**config.mk**
```make
export PLATFORM = sky130hd
export DESIGN_NAME = shbrs_seq
export DESIGN_NICKNAME = d
export VERILOG_FILES = /design/src/include/shbrs_pkg.sv /design/src/core/shbrs_seq.sv
export SDC_FILE = /design/constraint.sdc
export NUM_CORES = 1
export LEC_CHECK = 0
export ABC_AREA = 1
export BUFFER_PORTS_ARGS = -buffer_cell sky130_fd_sc_hd__buf_2
export CELL_PAD_IN_SITES_DETAIL_PLACEMENT = 2
export CELL_PAD_IN_SITES_GLOBAL_PLACEMENT = 2
export CORE_UTILIZATION = 32
export CTS_BUF_LIST = sky130_fd_sc_hd__clkbuf_8
export DETAILED_ROUTE_END_ITERATION = 16
export GPL_TIMING_DRIVEN = 0
export PLACE_DENSITY = 0.85
export SLEW_MARGIN = 20
export SYNTH_ARGS = -nofsm -noshare
export SYNTH_HDL_FRONTEND = slang
export SYNTH_SLANG_ARGS = --single-unit
```
**constraint.sdc**
```tcl
create_clock -name mclk_i -period 1.75 [get_ports mclk_i]
set_input_delay 0.0875 -clock mclk_i [delete_from_list [all_inputs] [get_ports mclk_i]]
set_output_delay 0.0875 -clock mclk_i [all_outputs]
set_load 0.1 [all_outputs]
```
**src/include/shbrs_pkg.sv**
```systemverilog
// Purpose: constants and types for the hot reset and secondary bus reset sequencer
// Assumes: core clock of 100 MHz; one upstream port and two downstream ports
// Notes:   the module registers one state struct; its reset value lives here

package shbrs_pkg;

	// ****************************************
	// sizes and timing
	// ****************************************
	localparam int          NUM_DS       = 2;
	localparam int          CNT_W        = 8;
	localparam int          ERR_W        = 4;
	localparam int          DATA_W       = 32;
	localparam int          CLK_MHZ      = 100;
	localparam int          TS1_NS       = 1000;
	localparam int          CORE_RST_NS  = 200;
	localparam int          GRACE_NS     = 500;
	localparam logic [CNT_W-1:0] TS1_CYC      = CNT_W'((TS1_NS * CLK_MHZ + 999) / 1000);
	localparam logic [CNT_W-1:0] CORE_RST_CYC = CNT_W'((CORE_RST_NS * CLK_MHZ + 999) / 1000);
	localparam logic [CNT_W-1:0] GRACE_CYC    = CNT_W'((GRACE_NS * CLK_MHZ + 999) / 1000);

	// ****************************************
	// state encodings
	// ****************************************
	typedef enum logic [5:0] {
		HR_IDLE  = 6'h01,
		HR_CPL   = 6'h02,
		HR_TS1   = 6'h04,
		HR_RESET = 6'h08,
		HR_EEP   = 6'h10,
		HR_HALT  = 6'h20
	} shbrs_hr_t;

	typedef enum logic [5:0] {
		SB_IDLE   = 6'h01,
		SB_TS1    = 6'h02,
		SB_REGRST = 6'h04,
		SB_FLUSH  = 6'h08,
		SB_GRACE  = 6'h10,
		SB_WAIT   = 6'h20
	} shbrs_sb_t;

	typedef enum logic [3:0] {
		DS_IDLE  = 4'h1,
		DS_TS1   = 4'h2,
		DS_FLUSH = 4'h4,
		DS_WAIT  = 4'h8
	} shbrs_ds_t;

	typedef struct packed {
		shbrs_hr_t                     hr;
		logic [CNT_W-1:0]              hr_cnt;
		shbrs_sb_t                     sb;
		logic [CNT_W-1:0]              sb_cnt;
		shbrs_ds_t [NUM_DS-1:0]        ds;
		logic [NUM_DS-1:0][CNT_W-1:0]  ds_cnt;
		logic                          us_secondary_bus_reset_bit_q;
		logic [NUM_DS-1:0]             ds_secondary_bus_reset_bit_q;
		logic                          halt;
		logic                          done;
		logic [ERR_W-1:0]              err;
		logic [DATA_W-1:0]             smb_rdata;
	} shbrs_state_t;

	localparam shbrs_state_t ST_RESET = '{
		hr:          HR_IDLE,
		hr_cnt:      '0,
		sb:          SB_IDLE,
		sb_cnt:      '0,
		ds:          '{default: DS_IDLE},
		ds_cnt:      '0,
		us_secondary_bus_reset_bit_q: 1'b0,
		ds_secondary_bus_reset_bit_q: '0,
		halt:        1'b0,
		done:        1'b0,
		err:         '0,
		smb_rdata:   '0
	};

endpackage
```
**src/core/shbrs_seq.sv**
```systemverilog
// Purpose: hot reset tail, upstream and downstream secondary bus reset sequencing
// Assumes: all inputs come from logic on mclk_i; EEPROM loader and queues are external
// Notes:   control and status bits are plain ports, there is no register bus here
`timescale 1ns/1ps

module shbrs_seq
	import shbrs_pkg::*;
(
	// clock, reset, enable
	input  wire logic                     mclk_i,
	input  wire logic                     rst_n_i,
	input  wire logic                     ce_i,
	// hot reset triggers
	input  wire logic                     us_ts1_hot_i,
	input  wire logic                     us_dl_down_i,
	input  wire logic                     link_down_hotrst_dis_i,
	input  wire logic                     hot_reset_request_bit_i,
	input  wire logic                     hot_reset_request_bit_cpl_done_i,
	output logic                          hot_reset_request_bit_cpl_req_o,
	// serial EEPROM loader
	input  wire logic                     eeprom_mode_i,
	input  wire logic                     hot_reset_eeprom_load_disable_i,
	input  wire logic                     eep_done_i,
	input  wire logic                     eep_err_i,
	input  wire logic [ERR_W-1:0]         eep_err_code_i,
	input  wire logic                     eep_halt_wr_i,
	output logic                          eep_load_o,
	// status bits
	input  wire logic                     smb_halt_clr_i,
	input  wire logic                     smb_done_clr_i,
	output logic                          reset_halt_bit_o,
	output logic                          smbus_done_o,
	output logic [ERR_W-1:0]              smbus_err_o,
	output logic                          core_rst_o,
	output logic                          normal_op_o,
	// slave SMBus register access
	input  wire logic                     smb_reg_hr_i,
	input  wire logic                     smb_reg_sbr_i,
	input  wire logic                     smb_wr_i,
	input  wire logic [DATA_W-1:0]        smb_rdata_i,
	output logic                          smb_wr_o,
	output logic [DATA_W-1:0]             smb_rdata_o,
	// upstream secondary bus reset
	input  wire logic                     us_secondary_bus_reset_bit_i,
	output logic                          us_sec_ur_o,
	output logic                          ds_regs_rst_o,
	output logic                          ds_grace_rst_o,
	// downstream ports
	input  wire logic [NUM_DS-1:0]        ds_secondary_bus_reset_bit_i,
	input  wire logic [NUM_DS-1:0]        ds_link_up_i,
	input  wire logic [NUM_DS-1:0]        ds_flush_done_i,
	output logic [NUM_DS-1:0]             ds_ts1_hot_o,
	output logic [NUM_DS-1:0]             ds_flush_o,
	output logic [NUM_DS-1:0]             ds_sec_ur_o
);

	shbrs_state_t q;
	shbrs_state_t next_q;
	logic         hr_trig;
	logic         us_rise;
	logic         blank;

	// ****************************************
	// shared terms
	// ****************************************
	// link-down trigger can be masked, the others cannot
	assign hr_trig = us_ts1_hot_i | (us_dl_down_i & ~link_down_hotrst_dis_i);
	assign us_rise = us_secondary_bus_reset_bit_i & ~q.us_secondary_bus_reset_bit_q;
	// registers cleared by a running reset read zero and drop writes
	assign blank   = (smb_reg_hr_i & (q.hr != HR_IDLE) & (q.hr != HR_CPL))
		| (smb_reg_sbr_i & (q.sb != SB_IDLE));

	// ****************************************
	// next state
	// ****************************************
	always_comb
	begin
		next_q             = q;
		next_q.us_secondary_bus_reset_bit_q = us_secondary_bus_reset_bit_i;
		next_q.ds_secondary_bus_reset_bit_q = ds_secondary_bus_reset_bit_i;
		next_q.smb_rdata   = blank ? '0 : smb_rdata_i;

		// clears first so that a same-cycle set wins
		if (smb_halt_clr_i)
		begin
			next_q.halt = 1'b0;
		end
		if (smb_done_clr_i)
		begin
			next_q.done = 1'b0;
		end

		unique case (q.hr)
			HR_IDLE:
			begin
				if (hr_trig)
				begin
					next_q.hr     = HR_TS1;
					next_q.hr_cnt = TS1_CYC - 1'b1;
				end
				else if (hot_reset_request_bit_i)
				begin
					next_q.hr = HR_CPL;
				end
			end
			HR_CPL:
			begin
				// the write's completion leaves before anything is reset, unless hr_trig arrives first
				if (hot_reset_request_bit_cpl_done_i | hr_trig)
				begin
					next_q.hr     = HR_TS1;
					next_q.hr_cnt = TS1_CYC - 1'b1;
				end
			end
			HR_TS1:
			begin
				if (q.hr_cnt == '0)
				begin
					next_q.hr     = HR_RESET;
					next_q.hr_cnt = CORE_RST_CYC - 1'b1;
				end
				else
				begin
					next_q.hr_cnt = q.hr_cnt - 1'b1;
				end
			end
			HR_RESET:
			begin
				// a hot reset also ends any bus reset in progress
				next_q.sb = SB_IDLE;
				next_q.ds = '{default: DS_IDLE};
				if (q.hr_cnt == '0)
				begin
					if (eeprom_mode_i & ~hot_reset_eeprom_load_disable_i)
					begin
						next_q.hr = HR_EEP;
					end
					else
					begin
						next_q.hr = HR_HALT;
					end
				end
				else
				begin
					next_q.hr_cnt = q.hr_cnt - 1'b1;
				end
			end
			HR_EEP:
			begin
				if (eep_halt_wr_i)
				begin
					next_q.halt = 1'b1;
				end
				if (eep_err_i)
				begin
					next_q.halt = 1'b1;
					next_q.err  = eep_err_code_i;
					next_q.done = 1'b1;
					next_q.hr   = HR_HALT;
				end
				else if (eep_done_i)
				begin
					next_q.done = 1'b1;
					next_q.hr   = HR_HALT;
				end
			end
			HR_HALT:
			begin
				if (~q.halt)
				begin
					next_q.hr = HR_IDLE;
				end
			end
			default:
			begin
				next_q.hr = HR_IDLE;
			end
		endcase

		if (q.hr == HR_IDLE)
		begin
			unique case (q.sb)
				SB_IDLE:
				begin
					if (us_rise)
					begin
						next_q.sb     = SB_TS1;
						next_q.sb_cnt = TS1_CYC - 1'b1;
					end
				end
				SB_TS1:
				begin
					if (q.sb_cnt == '0)
					begin
						next_q.sb = SB_REGRST;
					end
					else
					begin
						next_q.sb_cnt = q.sb_cnt - 1'b1;
					end
				end
				SB_REGRST:
				begin
					// port-local bus resets are part of what gets cleared
					next_q.ds = '{default: DS_IDLE};
					next_q.sb = SB_FLUSH;
				end
				SB_FLUSH:
				begin
					if (&ds_flush_done_i)
					begin
						next_q.sb     = SB_GRACE;
						next_q.sb_cnt = GRACE_CYC - 1'b1;
					end
				end
				SB_GRACE:
				begin
					if (q.sb_cnt == '0)
					begin
						next_q.sb = SB_WAIT;
					end
					else
					begin
						next_q.sb_cnt = q.sb_cnt - 1'b1;
					end
				end
				SB_WAIT:
				begin
					if (~us_secondary_bus_reset_bit_i)
					begin
						next_q.sb = SB_IDLE;
					end
				end
				default:
				begin
					next_q.sb = SB_IDLE;
				end
			endcase

			// each port only ever touches its own slot
			for (int i = 0; i < NUM_DS; i++)
			begin
				if (q.sb != SB_REGRST)
				begin
					unique case (q.ds[i])
						DS_IDLE:
						begin
							if (ds_secondary_bus_reset_bit_i[i] & ~q.ds_secondary_bus_reset_bit_q[i])
							begin
								next_q.ds[i]     = DS_TS1;
								next_q.ds_cnt[i] = TS1_CYC - 1'b1;
							end
						end
						DS_TS1:
						begin
							if (q.ds_cnt[i] == '0)
							begin
								next_q.ds[i] = DS_FLUSH;
							end
							else
							begin
								next_q.ds_cnt[i] = q.ds_cnt[i] - 1'b1;
							end
						end
						DS_FLUSH:
						begin
							if (ds_flush_done_i[i])
							begin
								next_q.ds[i] = DS_WAIT;
							end
						end
						DS_WAIT:
						begin
							if (~ds_secondary_bus_reset_bit_i[i])
							begin
								next_q.ds[i] = DS_IDLE;
							end
						end
						default:
						begin
							next_q.ds[i] = DS_IDLE;
						end
					endcase
				end
			end
		end
	end

	// ****************************************
	// state register
	// ****************************************
	always_ff @(posedge mclk_i or negedge rst_n_i)
	begin
		if (!rst_n_i)
		begin
			q <= ST_RESET;
		end
		else if (ce_i)
		begin
			q <= next_q;
		end
	end

	// ****************************************
	// outputs
	// ****************************************
	assign hot_reset_request_bit_cpl_req_o   = (q.hr == HR_CPL);
	assign eep_load_o       = (q.hr == HR_EEP);
	assign reset_halt_bit_o = q.halt;
	assign smbus_done_o     = q.done;
	assign smbus_err_o      = q.err;
	// SMBus and the upstream link stay out of this reset
	assign core_rst_o       = (q.hr == HR_RESET) | (q.hr == HR_EEP)
		| (q.hr == HR_HALT) | q.halt;
	assign normal_op_o      = (q.hr == HR_IDLE) & ~q.halt;
	assign smb_wr_o         = smb_wr_i & ~blank;
	assign smb_rdata_o      = q.smb_rdata;
	assign us_sec_ur_o      = (q.sb != SB_IDLE);
	assign ds_regs_rst_o    = (q.sb == SB_REGRST);
	assign ds_grace_rst_o   = (q.sb == SB_GRACE);

	genvar g;
	generate
		for (g = 0; g < NUM_DS; g++)
		begin : g_port
			assign ds_ts1_hot_o[g] = ds_link_up_i[g] & ((q.hr == HR_TS1)
				| (q.sb == SB_TS1) | (q.ds[g] == DS_TS1));
			assign ds_flush_o[g]   = (q.sb == SB_FLUSH) | (q.ds[g] == DS_FLUSH);
			assign ds_sec_ur_o[g]  = (q.ds[g] != DS_IDLE);
		end
	endgenerate

endmodule

```
==> results of run 1 <==
layer usage:
layer	share of wire, %	track usage (%)
met2	49	57.3
met1	40	37.9
met3	6.8	6.03
met5	0	0
met4	4.2	12.1
worst max-delay path, delay by kind of cell, from the launching register on:
family,cells,cell delay [ps]
AO/OA/AOI/OAI,1,210
flip-flops,1,660
buffers and inverters,4,510
AND/OR/NAND/NOR,5,710
flip-flops by register name (all words and copies together) (netlist names):
signal            count
reset_halt_bit_o      1
smbus_done_o          1
q                    55
smbus_err_o           4
smb_rdata_o          32
logic make-up after synthesis:
logic type	Yosys count
DFF	93
xor gates and xnor gates	16
adders and majority gates	6
AOI/OAI and AO/OA	116
and+or+nand+nor	430
muxes	4
buffers and inverters	153
power by group:
group | switching [mW] | leakage [nW] | internal, mW
clock | 1.03 | 0.100 | 0.673
sequential | 1.11 | 1.18 | 2.91
combinational | 9.25 | 3.22 | 4.27
total | 11.4 | 4.50 | 7.85
synthesized netlist by cell type (all sizes together):
library cell	instances	share of area [%]
clkbuf	12	0.78
nand4	16	2.0
xnor2	2	0.30
ha	6	1.3
nor3	8	1.1
nand3b	1	0.13
dfstp	4	1.8
nand3	67	6.2
or4	1	0.13
or2	4	0.42
mux2	4	0.76
inv	93	5.9
o21ai	99	9.1
o211ai	2	0.25
nor3b	1	0.13
buf	48	6.2
a21oi	14	1.2
o31ai	1	0.13
xor2	14	2.1
nor2	88	6.5
nand2	244	16
dfrtp	89	38
through the flow:
step                      instances  util, %  TNS (ps)  setup slack (ps)
after CTS                      1246     44.7     -5130              -298
after detailed placement       1159     38.1     -5570              -381
final                          1283     50.9    -21510              -479
after global placement         1158     37.9    -53910              -579
after floorplan                 818        -     -2320              -209
after global routing           1283     50.9    -24450              -505
final timing paths:
check                                      from                to  slack, ps  cells after the start
worst max-delay path                      q[87]             q[89]       -480                     10
worst min-delay path                  eep_err_i  reset_halt_bit_o         50                      3
worst max register to register            q[87]             q[89]       -480                     10
worst min register to register  smb_rdata_o[19]   smb_rdata_o[19]        530                      2
max in group asynchronous               rst_n_i             q[73]        850                      3
min in group asynchronous               rst_n_i   smb_rdata_o[23]        200                      2
area by class of cell:
| class | count | area share, % |
|---|---|---|
| Multi-Input combinational cell | 572 | 39.7 |
| Sequential cell | 93 | 25.6 |
| Timing Repair Buffer | 222 | 20.1 |
| Buffer | 59 | 5.01 |
| Inverter | 93 | 4.31 |
| Tap cell | 229 | 3.12 |
| Clock buffer | 9 | 1.35 |
| Clock inverter | 6 | 0.764 |
repair_timing:
action	4_1_cts	5_1_grt
cloned	3	2
resized for setup	109	240
hold endpoints to repair	85	0
pin swaps	17	68
hold buffers	42	0
endpoints found under the setup margin	90	87
buffers inserted	27	39
==> flow_summary_export.csv, run 1 <==
group,metric,value,unit
status,status,"complete, but fails checks",
status,violations,"setup timing",
logic_synthesis,synthAdderAreaFrac,1.27,%
power_and_ir_drop,ir_drop,1160,µV
clock_tree,numCtsBuffers,9,
layout,syn_to_final_growth,55.5,%
floorplan,pin_count,113,
timing,finalWorstSetupSlack,-479,ps
logic_synthesis,ys_ff_latch,93,
drt,ant_nets,0,
drt,vias_per_cell,5.74,
drt,drcViolationCount,0,
timing,min_period,2230,ps
worst_setup_path,end_kind,"register",
placement,gp_congestion,0.773,
drt,routed_wl,38700,µm
timing,skew,31.9,ps
timing,slew_violations,0,
floorplan,initial_core_util,32.7,%
global_route,grtUsageTotal,32.1,%
logic_synthesis,ys_seq_area_share,39.6,%
layout,nets,1117,
layout,multi_input_area,3640,µm²
worst_setup_path,worst_ep_arrival_time,2520,ps
timing,fmax,449,MHz
floorplan,die-width,138,µm
worst_setup_path,critical_path.cell_chain,"inv_2 -> nand4_1 -> buf_4 -> inv_4 -> nand2_2 -> nand2_1 -> nor2_2 -> nand2_2 -> buf_6 -> o21ai_2",
global_route,grt_pass1_vias,7645,
worst_setup_path,required,2040,ps
drt,dr.pass1.iters,7,
global_route,grt_first_pass_wirelength,45200,µm
logic_synthesis,synth_compound_area_share,10.7,%
logic_synthesis,syn-num-nets,885,
timing,whs,48.2,ps
global_route,antenna_found_initial,0,
layout,drive_above_1_share,45.6,%
worst_setup_path,cpPeakStageDelay,660,ps
drt,initialDrtViolationCount,459,
logic_synthesis,syn_area,5900,µm²
job,max_cap_viol_count,0,
layout,final_area,9170,µm²
layout,layout_commonest_cell,"nand2_1",
logic_synthesis,syn_inst,818,
floorplan,rows,49,
placement,dpl_cell_area,6860,µm²
clock_tree,cts-htree-levels,3,
clock_tree,clkSinkCount,93,
floorplan,die_h,138,µm
worst_setup_path,crit_top_cell,"nand2_2",
floorplan,core,18000,µm²
clock_tree,cts_tree,"built",
worst_setup_path,crit_slowest_cell,"dfstp_2",
layout,insertedDiodeCount,0,
logic_synthesis,synth-xor-area-share,2.38,%
timing,finalSetupViolCount,78,
logic_synthesis,synth_cell_types,37,
layout,fillers,1976,
placement,numPortBuffers,111,
global_route,overflow,0,
logic_synthesis,yosysWarnings,0,
power_and_ir_drop,power,19.2,mW
layout,mostFrequentLayoutCells,"nand2_1 (176), buf_2 (97), buf_4 (78)",
timing,relSlewSlack,47.2,%
drt,vias,7362,
logic_synthesis,synth_top_family_by_area,"simple AND/OR/NAND/NOR gates",
logic_synthesis,yosys.area_share.simple,32.5,%
logic_synthesis,syn_avg_cell_area,7.21,µm²
timing,hold_viol_final,0,
clock_tree,clock-root-buffer,"clkbuf_8",
layout,seqCellArea,2350,µm²
power_and_ir_drop,leakage,4.50,nW
timing,fin_crit_sh,127,%
clock_tree,clk_path_buf_depth,2,
worst_hold_path,worst_hold_path_type,"input port to register",
clock_tree,path_clk_slew,140,ps
timing,tightest_slew,792,ps
worst_setup_path,crit_type,"register to register",
worst_setup_path,crit_fanout,5,
placement,dp_hpwl,15000,µm
floorplan,dieArea,19000,µm²
logic_synthesis,yosys-mux-area-fraction,0.764,%
power_and_ir_drop,p_per_area,2100,nW/µm²
global_route,grt_start_max_net_pins,49,
clock_tree,clk_latency,420,ps
timing,rsz0062_at_grt,"yes",
drt,routedWlPerCell,30.1,µm
worst_setup_path,cp-start-kind,"register",
No activity file was read; power rests on OpenSTA's default activity.
==> inputs of run 2 (changes only) <==
--- a/config.mk
+++ b/config.mk
@@ -7,13 +7,15 @@
 export LEC_CHECK = 0
 export ABC_AREA = 1
 export BUFFER_PORTS_ARGS = -buffer_cell sky130_fd_sc_hd__buf_2
-export CELL_PAD_IN_SITES_DETAIL_PLACEMENT = 2
+export CAP_MARGIN = 10
+export CELL_PAD_IN_SITES_DETAIL_PLACEMENT = 1
 export CELL_PAD_IN_SITES_GLOBAL_PLACEMENT = 2
 export CORE_UTILIZATION = 32
 export CTS_BUF_LIST = sky130_fd_sc_hd__clkbuf_8
 export DETAILED_ROUTE_END_ITERATION = 16
 export GPL_TIMING_DRIVEN = 0
 export PLACE_DENSITY = 0.85
+export SKIP_LAST_GASP = 1
 export SLEW_MARGIN = 20
 export SYNTH_ARGS = -nofsm -noshare
 export SYNTH_HDL_FRONTEND = slang
==> run 2 against run 1 <==
  * The flow still finishes with violations (setup timing)
  * Non-clock buffer count fell by 18
  * Power decreased by 19%
  * Count of clock-buffer cells in the layout unchanged
  * Clock power decreased by 9%
  * Wire length shrank 48%
  * Global-route usage decreased by 11 points
  * Highest routed layer unchanged
==> flow_summary_export.csv, run 2 (synthesis gave the netlist of run 1 again) <==
group,metric,value,unit
status,status,"complete, but fails checks",
status,violations,"setup timing",
drt,routed_wl,20000,µm
global_route,overflow,0,
floorplan,initial_core_util,32.7,%
power_and_ir_drop,ir_drop,1040,µV
drt,routedWlPerCell,15.8,µm
layout,insertedDiodeCount,0,
clock_tree,path_clk_slew,100,ps
global_route,grt_pass1_vias,6008,
global_route,grt_start_max_net_pins,49,
placement,post-place-ws,-352,ps
timing,finalSetupViolCount,46,
clock_tree,cts_tree,"built",
floorplan,dieArea,19000,µm²
placement,numPortBuffers,111,
layout,layout_commonest_cell,"nand2_1",
worst_hold_path,worst_hold_path_type,"input port to register",
job,max_cap_viol_count,0,
timing,min_period,2050,ps
timing,slew_violations,0,
worst_setup_path,crit_top_cell,"nor2_4",
clock_tree,clock-root-buffer,"clkbuf_8",
layout,fillers,2251,
layout,drive_above_1_share,36.8,%
worst_setup_path,crit_fanout,6,
drt,dr.pass1.iters,4,
timing,tightest_slew,639,ps
worst_setup_path,end_kind,"primary output",
global_route,grtUsageTotal,20.7,%
worst_setup_path,crit_slowest_cell,"dfstp_2",
timing,finalWorstSetupSlack,-299,ps
floorplan,core,18000,µm²
floorplan,die-width,138,µm
drt,vias,6072,
layout,largest_reg_flops,55,
layout,final_util,47.3,%
worst_setup_path,cp-start-kind,"register",
worst_setup_path,critical_path.cell_chain,"nor2_4 -> nand2_2 -> nor2_4 -> or4_4 -> buf_12",
layout,syn_to_final_growth,44.6,%
timing,whs,28.3,ps
timing,fmax,488,MHz
timing,rsz0062_at_grt,"yes",
worst_setup_path,worst_ep_arrival_time,1960,ps
placement,dp_hpwl,13000,µm
clock_tree,clk_latency,380,ps
worst_setup_path,required,1660,ps
floorplan,rows,49,
global_route,antenna_found_initial,0,
timing,relSlewSlack,57.4,%
drt,initialDrtViolationCount,217,
layout,nets,1099,
global_route,grt_first_pass_wirelength,30500,µm
clock_tree,clkSinkCount,93,
layout,instances_no_fill,1266,
layout,mostFrequentLayoutCells,"nand2_1 (203), buf_2 (101), dfrtp_1 (84)",
drt,drcViolationCount,0,
clock_tree,numCtsBuffers,9,
drt,vias_per_cell,4.80,
worst_setup_path,cpPeakStageDelay,600,ps
worst_setup_path,crit_type,"register to primary output",
placement,gp_congestion,0.773,
layout,regMostFlops,"q",
timing,hold_viol_final,0,
timing,fin_crit_sh,117,%
placement,dpl.cell_count,1159,
drt,ant_nets,0,
clock_tree,clk_path_buf_depth,2,
power_and_ir_drop,leakage,4.30,nW
timing,skew,11.2,ps
power_and_ir_drop,p_per_area,1820,nW/µm²
clock_tree,cts-htree-levels,3,
floorplan,pin_count,113,
floorplan,die_h,138,µm
run 2: changes by cell type in the layout (fill, tap and decap cells not counted), moves of 7 or more:
cell,change
buf_4,-8
buf_6,-9
dfrtp_1,+9
dfrtp_2,-9
inv_1,+11
nand2_1,+27
nand2_2,-9
nand2_4,-15
nand3_1,+7
o21ai_0,+13
o21ai_2,-18
run 2: path summary, 6_finish.rpt:
| kind | from | to | slack (ps) | depth (start not counted) |
|---|---|---|---|---|
| worst max-delay path | q[87] | core_rst_o | -300 | 5 |
| worst min-delay path | eep_err_i | reset_halt_bit_o | 30 | 3 |
| worst max register to register | q[88] | q[80] | -170 | 11 |
| worst min register to register | q[49] | q[49] | 490 | 2 |
| max in group asynchronous | rst_n_i | q[61] | 850 | 3 |
| min in group asynchronous | rst_n_i | q[79] | 220 | 2 |
run 2: what timing repair did:
action                     CTS  global route
gates cloned                 2             4
pin swaps                    7            47
gates resized for setup     64           134
setup buffers               15            30
setup endpoints to repair   78            61
hold endpoints to repair    86             0
hold buffers                44             0
run 2: final cells by class:
class | count | area (µm²) | area share, %
well taps | 229 | 287 | 3.36
repair buffers | 204 | 1620 | 19.0
plain buffers | 59 | 447 | 5.24
clock inverters | 7 | 75.1 | 0.881
inverters | 93 | 368 | 4.31
multi-input cells | 572 | 3270 | 38.3
flip-flops and latches | 93 | 2340 | 27.4
clock buffers | 9 | 124 | 1.45
run 2: routing by layer:
| layer | global-route usage [%] | vias to the layer above | share of wire (%) |
|---|---|---|---|
| met4 | 6.04 | 0 | 1.6 |
| met1 | 27.1 | 2943 | 45 |
| met5 | 0 | - | 0 |
| met2 | 34.9 | 113 | 49 |
| met3 | 3.64 | 20 | 4.4 |
| li1 | - | 2996 | - |
run 2: worst max-delay path, delay by kind of cell (launching register included):
family / cells / cell delay (ps)
buf+inv: 1 / 180
simple gates: 4 / 790
flops: 1 / 600
run 2: per-stage QoR:
step	area, µm²	TNS (ps)	total power [mW]
2_1_floorplan	5990	-2320	10.2
3_3_place_gp	6830	-53910	11.7
3_5_place_dp	6860	-3970	11.8
4_1_cts	7850	-4210	14.3
5_1_grt	8530	-8890	16.5
6_report	8530	-4400	15.5
run 2: report_power, final:
part / internal (mW) / switching [mW]
Sequential: 2.89 / 0.683
Clock: 0.669 / 0.877
Combinational: 3.52 / 6.90
==> inputs of run 3 (changes only) <==
--- a/config.mk
+++ b/config.mk
@@ -8,13 +8,11 @@
 export ABC_AREA = 1
 export BUFFER_PORTS_ARGS = -buffer_cell sky130_fd_sc_hd__buf_2
 export CAP_MARGIN = 10
-export CELL_PAD_IN_SITES_DETAIL_PLACEMENT = 1
-export CELL_PAD_IN_SITES_GLOBAL_PLACEMENT = 2
-export CORE_UTILIZATION = 32
+export CORE_UTILIZATION = 44
 export CTS_BUF_LIST = sky130_fd_sc_hd__clkbuf_8
 export DETAILED_ROUTE_END_ITERATION = 16
 export GPL_TIMING_DRIVEN = 0
-export PLACE_DENSITY = 0.85
+export PLACE_DENSITY = 0.69
 export SKIP_LAST_GASP = 1
 export SLEW_MARGIN = 20
 export SYNTH_ARGS = -nofsm -noshare
==> run 3 against run 2 <==
  * The flow still finishes with violations (setup timing)
  * Clock power is 21% higher
  * Critical path depth stayed put
  * Die area is 27% lower
  * Non-clock buffer count is 1 higher
  * Sequential power hardly changed
  * Power is 0.16% higher
  * Largest power group unchanged
  * Flip-flop and latch count stayed put
  * Combinational power hardly changed
  * Largest cell class unchanged
  * Wire length is 16% lower
==> flow_summary_export.csv, run 3 (synthesis gave the netlist of run 1 again) <==
group,metric,value,unit
status,status,"complete, but fails checks",
status,violations,"setup timing",
layout,layout_commonest_cell,"nand2_1",
worst_setup_path,cp_top_family,"simple AND/OR/NAND/NOR gates",
global_route,grt_pass1_vias,5570,
worst_setup_path,critical_path.cell_chain,"nor2_4 -> nand3_4 -> clkinvlp_4 -> or4_4 -> buf_12",
layout,instances_no_fill,1210,
worst_setup_path,crit_fanout,3,
timing,min_period,2050,ps
timing,finalWorstSetupSlack,-305,ps
clock_tree,clk_path_buf_depth,2,
placement,post-place-ws,-377,ps
power_and_ir_drop,leakage,4.33,nW
power_and_ir_drop,internal-power,7.32,mW
worst_setup_path,cpPeakStageDelay,590,ps
worst_setup_path,crit_type,"register to primary output",
layout,insertedDiodeCount,0,
global_route,antenna_found_initial,0,
job,max_cap_viol_count,0,
clock_tree,clkSinkCount,93,
placement,gp_congestion,0.876,
global_route,overflow,0,
layout,drive_above_1_share,36.1,%
layout,syn_to_final_growth,44.2,%
timing,setup_tns,-4640,ps
timing,slew_violations,0,
floorplan,core,12800,µm²
power_and_ir_drop,p_sw,8.24,mW
power_and_ir_drop,pwr-share-comb,65.1,%
power_and_ir_drop,switching_share,53.0,%
drt,initialDrtViolationCount,345,
worst_hold_path,worst_hold_path_type,"input port to register",
clock_tree,cts_tree,"built",
global_route,grtUsageTotal,23.7,%
drt,drcViolationCount,0,
placement,dpl.cell_count,1102,
layout,mostFrequentLayoutCells,"nand2_1 (201), buf_2 (100), dfrtp_1 (84)",
placement,numPortBuffers,111,
clock_tree,numCtsBuffers,9,
layout,nets,1100,
worst_setup_path,r2r_slack,-170,ps
floorplan,rows,41,
drt,vias,5933,
timing,finalSetupViolCount,42,
timing,skew,14.4,ps
timing,hold_viol_final,0,
power_and_ir_drop,p_per_area,1830,nW/µm²
worst_setup_path,worst_ep_arrival_time,1970,ps
floorplan,initial_core_util,46.0,%
clock_tree,clock-root-buffer,"clkbuf_8",
drt,routedWlPerCell,13.9,µm
worst_setup_path,crit_buf_inv,2,
global_route,grt_first_pass_wirelength,26500,µm
timing,tightest_slew,585,ps
drt,dr.pass1.iters,5,
layout,largest_reg_flops,55,
placement,dp_hpwl,10600,µm
clock_tree,path_clk_slew,100,ps
timing,relSlewSlack,61.0,%
drt,vias_per_cell,4.90,
worst_setup_path,crit_slowest_cell,"dfstp_2",
power_and_ir_drop,pwr-share-seq,22.9,%
floorplan,pin_count,113,
layout,multi_input_area,3250,µm²
power_and_ir_drop,ir_drop,1390,µV
power_and_ir_drop,clkPwrFrac,12.0,%
worst_setup_path,required,1660,ps
clock_tree,clk_latency,400,ps
global_route,grt_start_max_net_pins,66,
worst_setup_path,cp-start-kind,"register",
clock_tree,cts-htree-levels,3,
timing,fin_crit_sh,117,%
floorplan,die_h,118,µm
timing,fmax,487,MHz
layout,seqCellArea,2340,µm²
layout,fillers,1051,
layout,regMostFlops,"q",
worst_setup_path,end_kind,"primary output",
floorplan,dieArea,13900,µm²
drt,ant_nets,0,
layout,final_util,66.3,%
power_and_ir_drop,power,15.6,mW
timing,rsz0062_at_grt,"yes",
floorplan,die-width,118,µm
drt,routed_wl,16800,µm
-- run 3: power by group through the flow --
stage | logic (mW) | clock network (mW) | registers [mW]
after floorplan | 6.79 | 0 | 3.41
after global placement | 8.01 | 0 | 3.51
after detailed placement | 8.10 | 0 | 3.52
after CTS | 8.93 | 1.88 | 3.51
after global routing | 10.9 | 1.96 | 3.67
final | 10.1 | 1.87 | 3.56
-- run 3: repair_timing --
| item | 4_1_cts | 5_1_grt |
|---|---|---|
| endpoints found under the setup margin | 65 | 71 |
| pin swaps | 15 | 37 |
| endpoints found under the hold margin | 131 | 0 |
| hold buffers | 43 | 0 |
| buffers inserted | 16 | 30 |
| gates resized for setup | 74 | 126 |
| gates cloned | 2 | 3 |
-- run 3: layout make-up --
class,instances,area share [%]
buffer,59,5.28
clock buffer,10,1.62
clock inverter,6,1.38
inverter,93,4.45
multi-input combinational,572,38.2
sequential,93,27.5
tap,172,2.53
timing repair buffer,205,19.0
-- run 3: path summary, 6_finish.rpt --
check,depth (start not counted),endpoint,startpoint
max,5,core_rst_o,q[87]
min,4,q[88],us_dl_down_i
max reg2reg,12,q[41],q[87]
min reg2reg,2,q[49],q[49]
max in group asynchronous,3,q[60],rst_n_i
min in group asynchronous,2,q[85],rst_n_i
-- run 3: metal layers --
layer	vias to the layer above	global-route usage (%)	part of all wire, %
met2	139	40.2	49
met1	2767	30.1	45
met5	-	0	0
li1	3008	-	-
met3	19	4.46	4.3
met4	0	8.41	1.6
-- run 3: worst reg2reg max path: stages, from the launching register on --
cell and delay, ps:
dfstp_2 590, inv_2 60, nor2_4 90, nand3_4 100, buf_6 130, buf_6 120, nor2_4 130, inv_2 90
nor2_4 100, nand4_4 110, buf_6 190, nand2_2 60, o21ai_2 50
-- run 3: through the flow --
step                      hold slack, ps  area [µm²]
final                               18.9        8500
after global routing                41.9        8500
after CTS                           5.32        7860
after detailed placement           -15.0        6790
after global placement               325        6760
after floorplan                     -208        5990
